File: src/pkg/fcsr_map.vh
`ifndef FCSR_MAP_VH
`define FCSR_MAP_VH

// ============================================================
// Command and response packet type codes
`define FCSR_CMD_PART_STATS   8'h2F
`define FCSR_CMD_FC_LINK      8'h31
`define FCSR_RSP_PART_STATS   8'hAF
`define FCSR_RSP_FC_LINK      8'hB1
`define FCSR_STATS_TYPE_FC    8'h03

// ============================================================
// Response and reason codes
`define FCSR_RSP_CODE_OK      16'h0000
`define FCSR_RSP_CODE_FAIL    16'h0001
`define FCSR_RSN_NONE         16'h0000
`define FCSR_RSN_PHY_ACCESS   16'h800C

// ============================================================
// Word positions inside a response (word n covers bytes 4n to 4n+3)
`define FCSR_W_CODES          4'h4
`define FCSR_W_FIELDS         4'h5
`define FCSR_W_CTR_FIRST      4'h6
`define FCSR_W_STATS_LAST     4'hE
`define FCSR_W_LINK_LAST      4'h5
`define FCSR_NUM_CTRS         9

// ============================================================
// Counter positions in the cleared-flags field, in response order
`define FCSR_CTR_RX_FRAMES    0
`define FCSR_CTR_TX_FRAMES    1
`define FCSR_CTR_RX_KB        2
`define FCSR_CTR_TX_KB        3
`define FCSR_CTR_RX_SEQ       4
`define FCSR_CTR_TX_SEQ       5
`define FCSR_CTR_LINK_FAIL    6
`define FCSR_CTR_SIG_LOSS     7
`define FCSR_CTR_BAD_CRC      8

// ============================================================
// Link status fields and driver state codes
`define FCSR_LINK_UP_BIT      0
`define FCSR_DRV_RESERVED     2'h3
`define FCSR_DRV_NOT_IMPL     2'h0

// ============================================================
// Timing
`define FCSR_CLK_NS           8
`define FCSR_PHY_TMO_NS       2000

`endif

File: src/fcsr_pin_sync.v
`timescale 1ns/1ps
`include "fcsr_map.vh"

module fcsr_pin_sync
(
  // Clock and reset
  input  wire clk_i,
  input  wire rst_b_i,
  // Asynchronous pin level
  input  wire pin_i,
  // Filtered level and its rising edge
  output wire level_o,
  output wire rise_o
);

  reg s1_q;
  reg s2_q;
  reg s3_q;
  reg level_q;
  reg rise_q;

  // ============================================================
  // Three stages; the level only moves once stages two and three agree.
  always @(posedge clk_i or negedge rst_b_i)
  begin
    if (!rst_b_i)
    begin
      s1_q    <= 1'b0;
      s2_q    <= 1'b0;
      s3_q    <= 1'b0;
      level_q <= 1'b0;
      rise_q  <= 1'b0;
    end
    else
    begin
      s1_q    <= pin_i;
      s2_q    <= s1_q;
      s3_q    <= s2_q;
      rise_q  <= (s2_q == s3_q) && s3_q && !level_q;
      if (s2_q == s3_q)
      begin
        level_q <= s3_q;
      end
    end
  end

  assign level_o = level_q;
  assign rise_o  = rise_q;

endmodule

File: src/fcsr_event_ctr.v
`timescale 1ns/1ps
`include "fcsr_map.vh"

module fcsr_event_ctr
(
  // Clock and reset
  input  wire        clk_i,
  input  wire        rst_b_i,
  // Event, clear and report strobes
  input  wire        inc_i,
  input  wire        clr_i,
  input  wire        rd_i,
  // Count and cleared-since-read flag
  output wire [31:0] count_o,
  output wire        cleared_o
);

  reg [31:0] count_q;
  reg        cleared_q;

  // ============================================================
  // A clear beats a coincident event; the count wraps at full scale.
  always @(posedge clk_i or negedge rst_b_i)
  begin
    if (!rst_b_i)
    begin
      count_q   <= 32'h0000_0000;
      cleared_q <= 1'b0;
    end
    else
    begin
      if (clr_i)
      begin
        count_q <= 32'h0000_0000;
      end
      else if (inc_i)
      begin
        count_q <= count_q + 32'h0000_0001;
      end
      // A clear arriving with the report keeps the flag set.
      if (clr_i)
      begin
        cleared_q <= 1'b1;
      end
      else if (rd_i)
      begin
        cleared_q <= 1'b0;
      end
    end
  end

  assign count_o   = count_q;
  assign cleared_o = cleared_q;

endmodule

File: src/fcsr_responder.v
`timescale 1ns/1ps
`include "fcsr_map.vh"

module fcsr_responder
(
  // Clock and reset
  input  wire        clk_i,
  input  wire        rst_b_i,
  // Parsed command from the packet front end
  input  wire        cmd_valid_i,
  output wire        cmd_ready_o,
  input  wire [7:0]  cmd_code_i,
  input  wire [7:0]  cmd_stats_type_i,
  input  wire        cmd_chk_err_i,
  input  wire        cmd_id_err_i,
  output wire        cmd_drop_o,
  // Response payload words towards header and checksum logic
  output wire        rsp_valid_o,
  input  wire        rsp_ready_i,
  output wire [7:0]  rsp_pkt_type_o,
  output wire [3:0]  rsp_word_idx_o,
  output wire [31:0] rsp_word_o,
  output wire        rsp_last_o,
  // Traffic events from port logic, one-cycle pulses
  input  wire        ev_rx_frame_i,
  input  wire        ev_tx_frame_i,
  input  wire        ev_rx_kb_i,
  input  wire        ev_tx_kb_i,
  input  wire        ev_rx_seq_i,
  input  wire        ev_tx_seq_i,
  input  wire        ev_crc_err_i,
  // Fault indications from pins
  input  wire        link_fail_pin_i,
  input  wire        sig_loss_pin_i,
  // Counter clear strobes, one bit per counter in response order
  input  wire [8:0]  ctr_clr_i,
  // PHY access for link status
  output wire        phy_rd_o,
  input  wire        phy_done_i,
  input  wire        phy_fail_i,
  input  wire        phy_link_up_i,
  input  wire [2:0]  phy_speed_i,
  // Configuration and host driver state
  input  wire        cfg_fc_native_i,
  input  wire [1:0]  drv_state_i
);

  // ============================================================
  // States and timing
  localparam [3:0] ST_IDLE = 4'b0001;
  localparam [3:0] ST_PHYW = 4'b0010;
  localparam [3:0] ST_LOAD = 4'b0100;
  localparam [3:0] ST_SEND = 4'b1000;

  // A PHY that never answers is treated as a failed access.
  localparam integer TMO_INT = `FCSR_PHY_TMO_NS / `FCSR_CLK_NS;
  localparam [8:0]   TMO_CYC = TMO_INT[8:0];

  // ============================================================
  // Declarations
  reg  [3:0]  state_q;
  reg  [7:0]  pkt_type_q;
  reg  [15:0] rsp_code_q;
  reg  [15:0] reason_q;
  reg  [3:0]  last_idx_q;
  reg  [3:0]  idx_q;
  reg  [31:0] word_q;
  reg         valid_q;
  reg         drop_q;
  reg         phy_rd_q;
  reg  [8:0]  tmo_q;
  reg  [7:0]  link_byte_q;
  reg  [7:0]  drv_byte_q;
  reg  [8:0]  flags_q;
  reg  [31:0] snap_q [0:8];

  wire        lf_rise;
  wire        los_rise;
  wire [8:0]  ev_vec;
  wire [287:0] cnt_w;
  wire [8:0]  clrd_w;
  wire        take;
  wire        chk_ok;
  wire        is_stats;
  wire        is_link;
  wire        adv;
  wire        rd_now;

  integer     i;

  // ============================================================
  // Pin conditioning for the two fault inputs
  fcsr_pin_sync u_lf_sync
  (
    .clk_i   (clk_i),
    .rst_b_i (rst_b_i),
    .pin_i   (link_fail_pin_i),
    .level_o (),
    .rise_o  (lf_rise)
  );

  fcsr_pin_sync u_los_sync
  (
    .clk_i   (clk_i),
    .rst_b_i (rst_b_i),
    .pin_i   (sig_loss_pin_i),
    .level_o (),
    .rise_o  (los_rise)
  );

  // ============================================================
  // Counter bank, indexed in response order
  assign ev_vec[`FCSR_CTR_RX_FRAMES] = ev_rx_frame_i;
  assign ev_vec[`FCSR_CTR_TX_FRAMES] = ev_tx_frame_i;
  assign ev_vec[`FCSR_CTR_RX_KB]     = ev_rx_kb_i;
  assign ev_vec[`FCSR_CTR_TX_KB]     = ev_tx_kb_i;
  assign ev_vec[`FCSR_CTR_RX_SEQ]    = ev_rx_seq_i;
  assign ev_vec[`FCSR_CTR_TX_SEQ]    = ev_tx_seq_i;
  assign ev_vec[`FCSR_CTR_LINK_FAIL] = lf_rise;
  assign ev_vec[`FCSR_CTR_SIG_LOSS]  = los_rise;
  assign ev_vec[`FCSR_CTR_BAD_CRC]   = ev_crc_err_i;

  genvar g;
  generate
    for (g = 0; g < `FCSR_NUM_CTRS; g = g + 1)
    begin : g_ctr
      fcsr_event_ctr u_ctr
      (
        .clk_i     (clk_i),
        .rst_b_i   (rst_b_i),
        .inc_i     (ev_vec[g]),
        .clr_i     (ctr_clr_i[g]),
        .rd_i      (rd_now),
        .count_o   (cnt_w[g*32 +: 32]),
        .cleared_o (clrd_w[g])
      );
    end
  endgenerate

  // ============================================================
  // Command decode
  assign take     = cmd_valid_i && (state_q == ST_IDLE);
  assign chk_ok   = !cmd_chk_err_i && !cmd_id_err_i;
  assign is_stats = (cmd_code_i == `FCSR_CMD_PART_STATS) &&
                    (cmd_stats_type_i == `FCSR_STATS_TYPE_FC);
  assign is_link  = (cmd_code_i == `FCSR_CMD_FC_LINK) && cfg_fc_native_i;
  assign adv      = valid_q && rsp_ready_i;
  // Flags drop on the snapshot edge itself, so a clear landing on that edge survives.
  assign rd_now   = take && chk_ok && is_stats;

  // ============================================================
  // Field packing
  function [7:0] fcsr_link_byte;
    input       up;
    input [2:0] speed;
    begin
      fcsr_link_byte = {3'b000, 1'b0, speed, up};
    end
  endfunction

  function [7:0] fcsr_drv_byte;
    input [1:0] st;
    begin
      // The reserved code is never reported; it reads as not implemented.
      if (st == `FCSR_DRV_RESERVED)
      begin
        fcsr_drv_byte = {6'b000000, `FCSR_DRV_NOT_IMPL};
      end
      else
      begin
        fcsr_drv_byte = {6'b000000, st};
      end
    end
  endfunction

  // Byte 4n of the packet sits in bits 31:24 of word n.
  function [31:0] fcsr_word;
    input [3:0] idx;
    reg   [3:0] ci;
    begin
      ci = idx - `FCSR_W_CTR_FIRST;
      if (idx == `FCSR_W_CODES)
      begin
        fcsr_word = {rsp_code_q, reason_q};
      end
      else if (idx == `FCSR_W_FIELDS && pkt_type_q == `FCSR_RSP_PART_STATS)
      begin
        fcsr_word = {16'h0000, 7'h00, flags_q};
      end
      else if (idx == `FCSR_W_FIELDS)
      begin
        fcsr_word = {16'h0000, drv_byte_q, link_byte_q};
      end
      else if (idx <= `FCSR_W_STATS_LAST)
      begin
        fcsr_word = snap_q[ci];
      end
      else
      begin
        fcsr_word = 32'h0000_0000;
      end
    end
  endfunction

  // ============================================================
  // Snapshot of counters and flags, taken when a stats query is accepted
  always @(posedge clk_i or negedge rst_b_i)
  begin
    if (!rst_b_i)
    begin
      for (i = 0; i < `FCSR_NUM_CTRS; i = i + 1)
      begin
        snap_q[i] <= 32'h0000_0000;
      end
      flags_q <= 9'h000;
    end
    else
    begin
      // Freezing all nine at once keeps the response self-consistent.
      if (take && chk_ok && is_stats)
      begin
        for (i = 0; i < `FCSR_NUM_CTRS; i = i + 1)
        begin
          snap_q[i] <= cnt_w[i*32 +: 32];
        end
        flags_q <= clrd_w;
      end
    end
  end

  // ============================================================
  // Sequencer
  always @(posedge clk_i or negedge rst_b_i)
  begin
    if (!rst_b_i)
    begin
      state_q     <= ST_IDLE;
      pkt_type_q  <= 8'h00;
      rsp_code_q  <= `FCSR_RSP_CODE_OK;
      reason_q    <= `FCSR_RSN_NONE;
      last_idx_q  <= `FCSR_W_CODES;
      idx_q       <= `FCSR_W_CODES;
      word_q      <= 32'h0000_0000;
      valid_q     <= 1'b0;
      drop_q      <= 1'b0;
      phy_rd_q    <= 1'b0;
      tmo_q       <= 9'h000;
      link_byte_q <= 8'h00;
      drv_byte_q  <= 8'h00;
    end
    else
    begin
      drop_q   <= 1'b0;
      phy_rd_q <= 1'b0;
      case (state_q)
        ST_IDLE:
        begin
          if (take && chk_ok && is_stats)
          begin
            pkt_type_q <= `FCSR_RSP_PART_STATS;
            rsp_code_q <= `FCSR_RSP_CODE_OK;
            reason_q   <= `FCSR_RSN_NONE;
            last_idx_q <= `FCSR_W_STATS_LAST;
            state_q    <= ST_LOAD;
          end
          else if (take && chk_ok && is_link)
          begin
            pkt_type_q <= `FCSR_RSP_FC_LINK;
            last_idx_q <= `FCSR_W_LINK_LAST;
            phy_rd_q   <= 1'b1;
            tmo_q      <= 9'h000;
            state_q    <= ST_PHYW;
          end
          else if (take)
          begin
            // Bad checksum, wrong identifier or a query this block does not serve.
            drop_q <= 1'b1;
          end
        end
        ST_PHYW:
        begin
          if (phy_done_i && !phy_fail_i)
          begin
            rsp_code_q  <= `FCSR_RSP_CODE_OK;
            reason_q    <= `FCSR_RSN_NONE;
            link_byte_q <= fcsr_link_byte(phy_link_up_i, phy_speed_i);
            drv_byte_q  <= fcsr_drv_byte(drv_state_i);
            state_q     <= ST_LOAD;
          end
          else if (phy_done_i || tmo_q == TMO_CYC)
          begin
            // The response still goes out, carrying the access failure.
            rsp_code_q  <= `FCSR_RSP_CODE_FAIL;
            reason_q    <= `FCSR_RSN_PHY_ACCESS;
            link_byte_q <= 8'h00;
            drv_byte_q  <= 8'h00;
            state_q     <= ST_LOAD;
          end
          else
          begin
            tmo_q <= tmo_q + 9'h001;
          end
        end
        ST_LOAD:
        begin
          idx_q   <= `FCSR_W_CODES;
          word_q  <= fcsr_word(`FCSR_W_CODES);
          valid_q <= 1'b1;
          state_q <= ST_SEND;
        end
        ST_SEND:
        begin
          if (adv && idx_q == last_idx_q)
          begin
            valid_q <= 1'b0;
            state_q <= ST_IDLE;
          end
          else if (adv)
          begin
            idx_q  <= idx_q + 4'h1;
            word_q <= fcsr_word(idx_q + 4'h1);
          end
        end
        default:
        begin
          valid_q <= 1'b0;
          state_q <= ST_IDLE;
        end
      endcase
    end
  end

  // ============================================================
  // Outputs
  assign cmd_ready_o    = (state_q == ST_IDLE);
  assign cmd_drop_o     = drop_q;
  assign rsp_valid_o    = valid_q;
  assign rsp_pkt_type_o = pkt_type_q;
  assign rsp_word_idx_o = idx_q;
  assign rsp_word_o     = word_q;
  assign rsp_last_o     = valid_q && (idx_q == last_idx_q);
  assign phy_rd_o       = phy_rd_q;

endmodule

File: config.mk
export PLATFORM = sky130hd
export DESIGN_NAME = fcsr_responder
export DESIGN_NICKNAME = d
export VERILOG_FILES = /design/src/fcsr_pin_sync.v /design/src/fcsr_event_ctr.v /design/src/fcsr_responder.v
export VERILOG_INCLUDE_DIRS = /design/src /design/src/pkg
export SDC_FILE = /design/constraint.sdc
export NUM_CORES = 2
export LEC_CHECK = 0
export ABC_AREA = 1
export BUFFER_PORTS_ARGS = -buffer_cell sky130_fd_sc_hd__buf_2
export CAP_MARGIN = 30
export CORE_MARGIN = 1
export CORE_UTILIZATION = 40
export CTS_CLUSTER_SIZE = 12
export DETAILED_ROUTE_END_ITERATION = 10
export GPL_ROUTABILITY_DRIVEN = 0
export HOLD_SLACK_MARGIN = 0.03
export PLACE_DENSITY_LB_ADDON = 0.25
export SLEW_MARGIN = 20
export SYNTH_ARGS = -nofsm -noshare
export SYNTH_HDL_FRONTEND = slang
export SYNTH_SLANG_ARGS = --single-unit
File: constraint.sdc
create_clock -name clk_i -period 6.1 [get_ports clk_i]
set_clock_uncertainty 0.05 [all_clocks]
set_input_delay 0.305 -clock clk_i [delete_from_list [all_inputs] [get_ports clk_i]]
set_output_delay 0.305 -clock clk_i [all_outputs]
set_load 0.005 [all_outputs]
==> impl_metrics.json <==
{
  "min_period_ns": 3.75,
  "syn_area_um2": 34600,
  "detail_route.wirelength_um": 112000,
  "drt_first_pass_iters": 6,
  "regArea_um2": 16700,
  "final_area_um2": 38800,
  "startpoint": "rsp_word_idx_o[0]",
  "multiInputGateArea_um2": 15200,
  "yosys.area.top_type": "dfrtp_1",
  "grt_max_degree": 233,
  "arrival_ns": 4.26,
  "leakage_nw": 17.2,
  "final-setup-viol-count": 0,
  "timing.final.max_slew_violations": 0,
  "avgRoutedWirePerCell_um": 19.0,
  "die_x_um": 296,
  "die_y_um": 296,
  "start_util_pct": 40.5,
  "status": "finished, final reports clean",
  "pin_count": 98,
  "grt_setup_unrepaired": "false",
  "cts_tree": "done",
  "min_period_over_period_pct": 61.4,
  "synth_fp_nets": 4725,
  "clockRootBuffer": "clkbuf_16",
  "syn_area_per_cell_um2": 7.43,
  "dpl_cell_area_um2": 35900,
  "grt_pass1_wl_um": 175000,
  "max-slew-margin-rel_pct": 35.7,
  "r2r_cells": 11,
  "dp_slack_ns": 2.46,
  "fin_ws_ns": 2.35,
  "r2r_slack_ns": 2.35,
  "synth_edf_count": 0,
  "synth_seq_cells": 666,
  "cts_buffers": 77,
  "ys_seq_area_share_pct": 48.1,
  "crit_required_ns": 6.61,
  "crit_end": "rsp_word_o[2]",
  "drcViolationCount": 0,
  "fin_util_pct": 45.5,
  "ys.flop_type": "dfrtp_1",
  "core_um2": 85400,
  "peakVddDrop_uv": 187,
  "row_count": 107,
  "grt_usage_pct": 25.8,
  "clkLatencyLatePin_ns": 0.64,
  "hold_viol": 0,
  "yosysWarnings": 0,
  "final.fill_count": 8638,
  "maxCapViolations": 0,
  "cts.sinks": 666,
  "worstSetupStartpointType": "flip-flop",
  "clk_pin_slew_ns": 0.06,
  "synthCells": 4657,
  "final_antenna_net_count": 0,
  "ctsLongestPathBuffers": 3,
  "antenna_found_initial": 1,
  "first_global_vias": 29430,
  "synth_common_cells": "nand2_1, dfrtp_1, o21ai_0, inv_1, nor2_1",
  "tns_ns": 0,
  "min_from": "phy_fail_i",
  "die_area_um2": 87700,
  "final_layout_size_suffix_gt1_share_pct": 7.23,
  "r2r_start": "rsp_word_idx_o[0]",
  "synthArstFlopShare_pct": 100,
  "nets": 4770,
  "worstMarginPinSlew_ns": 0.964,
  "synth_top_area_share_pct": 48.0,
  "ys_types": 48,
  "area_growth_pct": 12.2,
  "synth_most_common_cell": "nand2_1",
  "max_freq_mhz": 267,
  "synth.area.top_cells": "dfrtp_1, nand2_1, o21ai_0",
  "r2r_end": "rsp_word_o[2]",
  "drt-initial-drc-count": 3248,
  "end_kind": "flip-flop",
  "htreeDepth": 3,
  "critPathKind": "flip-flop to flip-flop",
  "grt_overflow_total": 0,
  "dp_hpwl_um": 82600,
  "vias": 31642,
  "worstPathMaxFanout": 66,
  "antenna_cells": 0,
  "hold_class": "input port to flip-flop",
  "port_buffers": 96,
  "via_per_inst": 5.36,
  "p_per_area_nw_per_um2": 244
}
what timing repair did:
action | in CTS | in global routing
buffers inserted | 0 | 0
resized for setup | 0 | 0
hold buffers | 33 | 0
hold endpoints to repair | 178 | 0
state kept, by name, indices dropped and copies added (netlist names), 2 cells and up:
| register | flops |
|---|---|
| drv_byte_q | 2 |
| g_ctr.u_ctr.cleared_o | 9 |
| snap_q | 288 |
| state_q | 4 |
| tmo_q | 9 |
| flags_q | 9 |
| g_ctr.u_ctr.count_o | 288 |
| rsp_word_o | 32 |
| rsp_word_idx_o | 4 |
| link_byte_q | 4 |
| rsp_pkt_type_o | 3 |
cell type report:
type	instances	area share, %
Timing Repair Buffer	149	2.78
Tap cell	1144	3.69
Inverter	503	4.89
Clock inverter	30	0.928
Sequential cell	666	42.9
Clock buffer	107	5.70
Multi-Input combinational cell	3305	39.1
logic make-up after synthesis:
family,after synthesis,synth area share (%)
muxes,2,0.0651
AOI/OAI and AO/OA,807,12.0
DFF,666,48.1
adders and majority gates,19,0.687
buffers and inverters,686,8.08
xor gates and xnor gates,27,0.683
other,1,0.0108
and+or+nand+nor,2449,30.3
layer usage:
layer | vias up | track usage [%] | share of wire [%] | routed length, um
li1 | 15255 | - | - | -
met2 | 1119 | 40.1 | 45 | 50200
met3 | 172 | 3.30 | 6.6 | 7410
met5 | - | 0 | 0 | 0
met1 | 15096 | 36.7 | 45 | 50300
met4 | 0 | 9.74 | 3.8 | 4210
layout by cell type (no fill, tap or decap), types with 13 or more instances in the layout:
master,synthesis,routed
a21oi_1,218,218
ha_1,19,18
clkbuf_16,0,80
clkbuf_1,83,16
dfrtp_1,664,663
o21ai_0,523,523
nor3_1,165,165
buf_2,60,95
clkinv_2,0,15
nand2_1,1374,1374
nand3_1,287,287
xor2_1,21,21
inv_2,14,14
nand4_1,135,135
buf_4,25,13
inv_1,484,484
o21ai_1,22,22
a211oi_1,23,23
nor2_1,387,387
nor2_2,33,33
dlygate4sd3_1,0,33
nand2_2,16,15
per-stage QoR:
| stage | std cells | hold slack, ns | power [mW] |
|---|---|---|---|
| 2_1_floorplan | 4657 | -0.0406 | 4.62 |
| 3_3_place_gp | 5731 | 0.283 | 4.77 |
| 3_5_place_dp | 5732 | 0.298 | 4.77 |
| 4_1_cts | 5902 | 0.0303 | 9.56 |
| 5_1_grt | 5904 | 0.0710 | 9.77 |
| 6_report | 5904 | 0.0602 | 9.47 |
power breakdown:
part / switching, mW / internal [mW] / leakage, nW / total (mW)
Clock: 1.93 / 2.83 / 1.27 / 4.77
Combinational: 0.197 / 0.0566 / 6.77 / 0.254
Sequential: 0.0156 / 4.43 / 9.13 / 4.45
worst min-delay path by stage:
| stage | slack (ns) | end | cells after the start |
|---|---|---|---|
| after floorplan | -0.04 | cmd_drop_o | 0 |
| after global placement | 0.28 | u_los_sync.s2_q | 0 |
| after detailed placement | 0.30 | u_los_sync.s2_q | 0 |
| after CTS | 0.03 | reason_q[3] | 3 |
| after global routing | 0.07 | reason_q[3] | 3 |
| final | 0.06 | reason_q[3] | 3 |
worst max-delay path, stage by stage, from the launching register on:
cell and delay, ns:
dfrtp_4 0.66, inv_4 0.54, ha_2 0.41, buf_4 0.59, nand2_1 0.22, nor2_4 0.58, nand2_1 0.13, nand3_1 0.12
nand3_1 0.08, nand2_1 0.07, nand2_1 0.05, a21oi_1 0.12
Power figures use the tool's default switching activity.
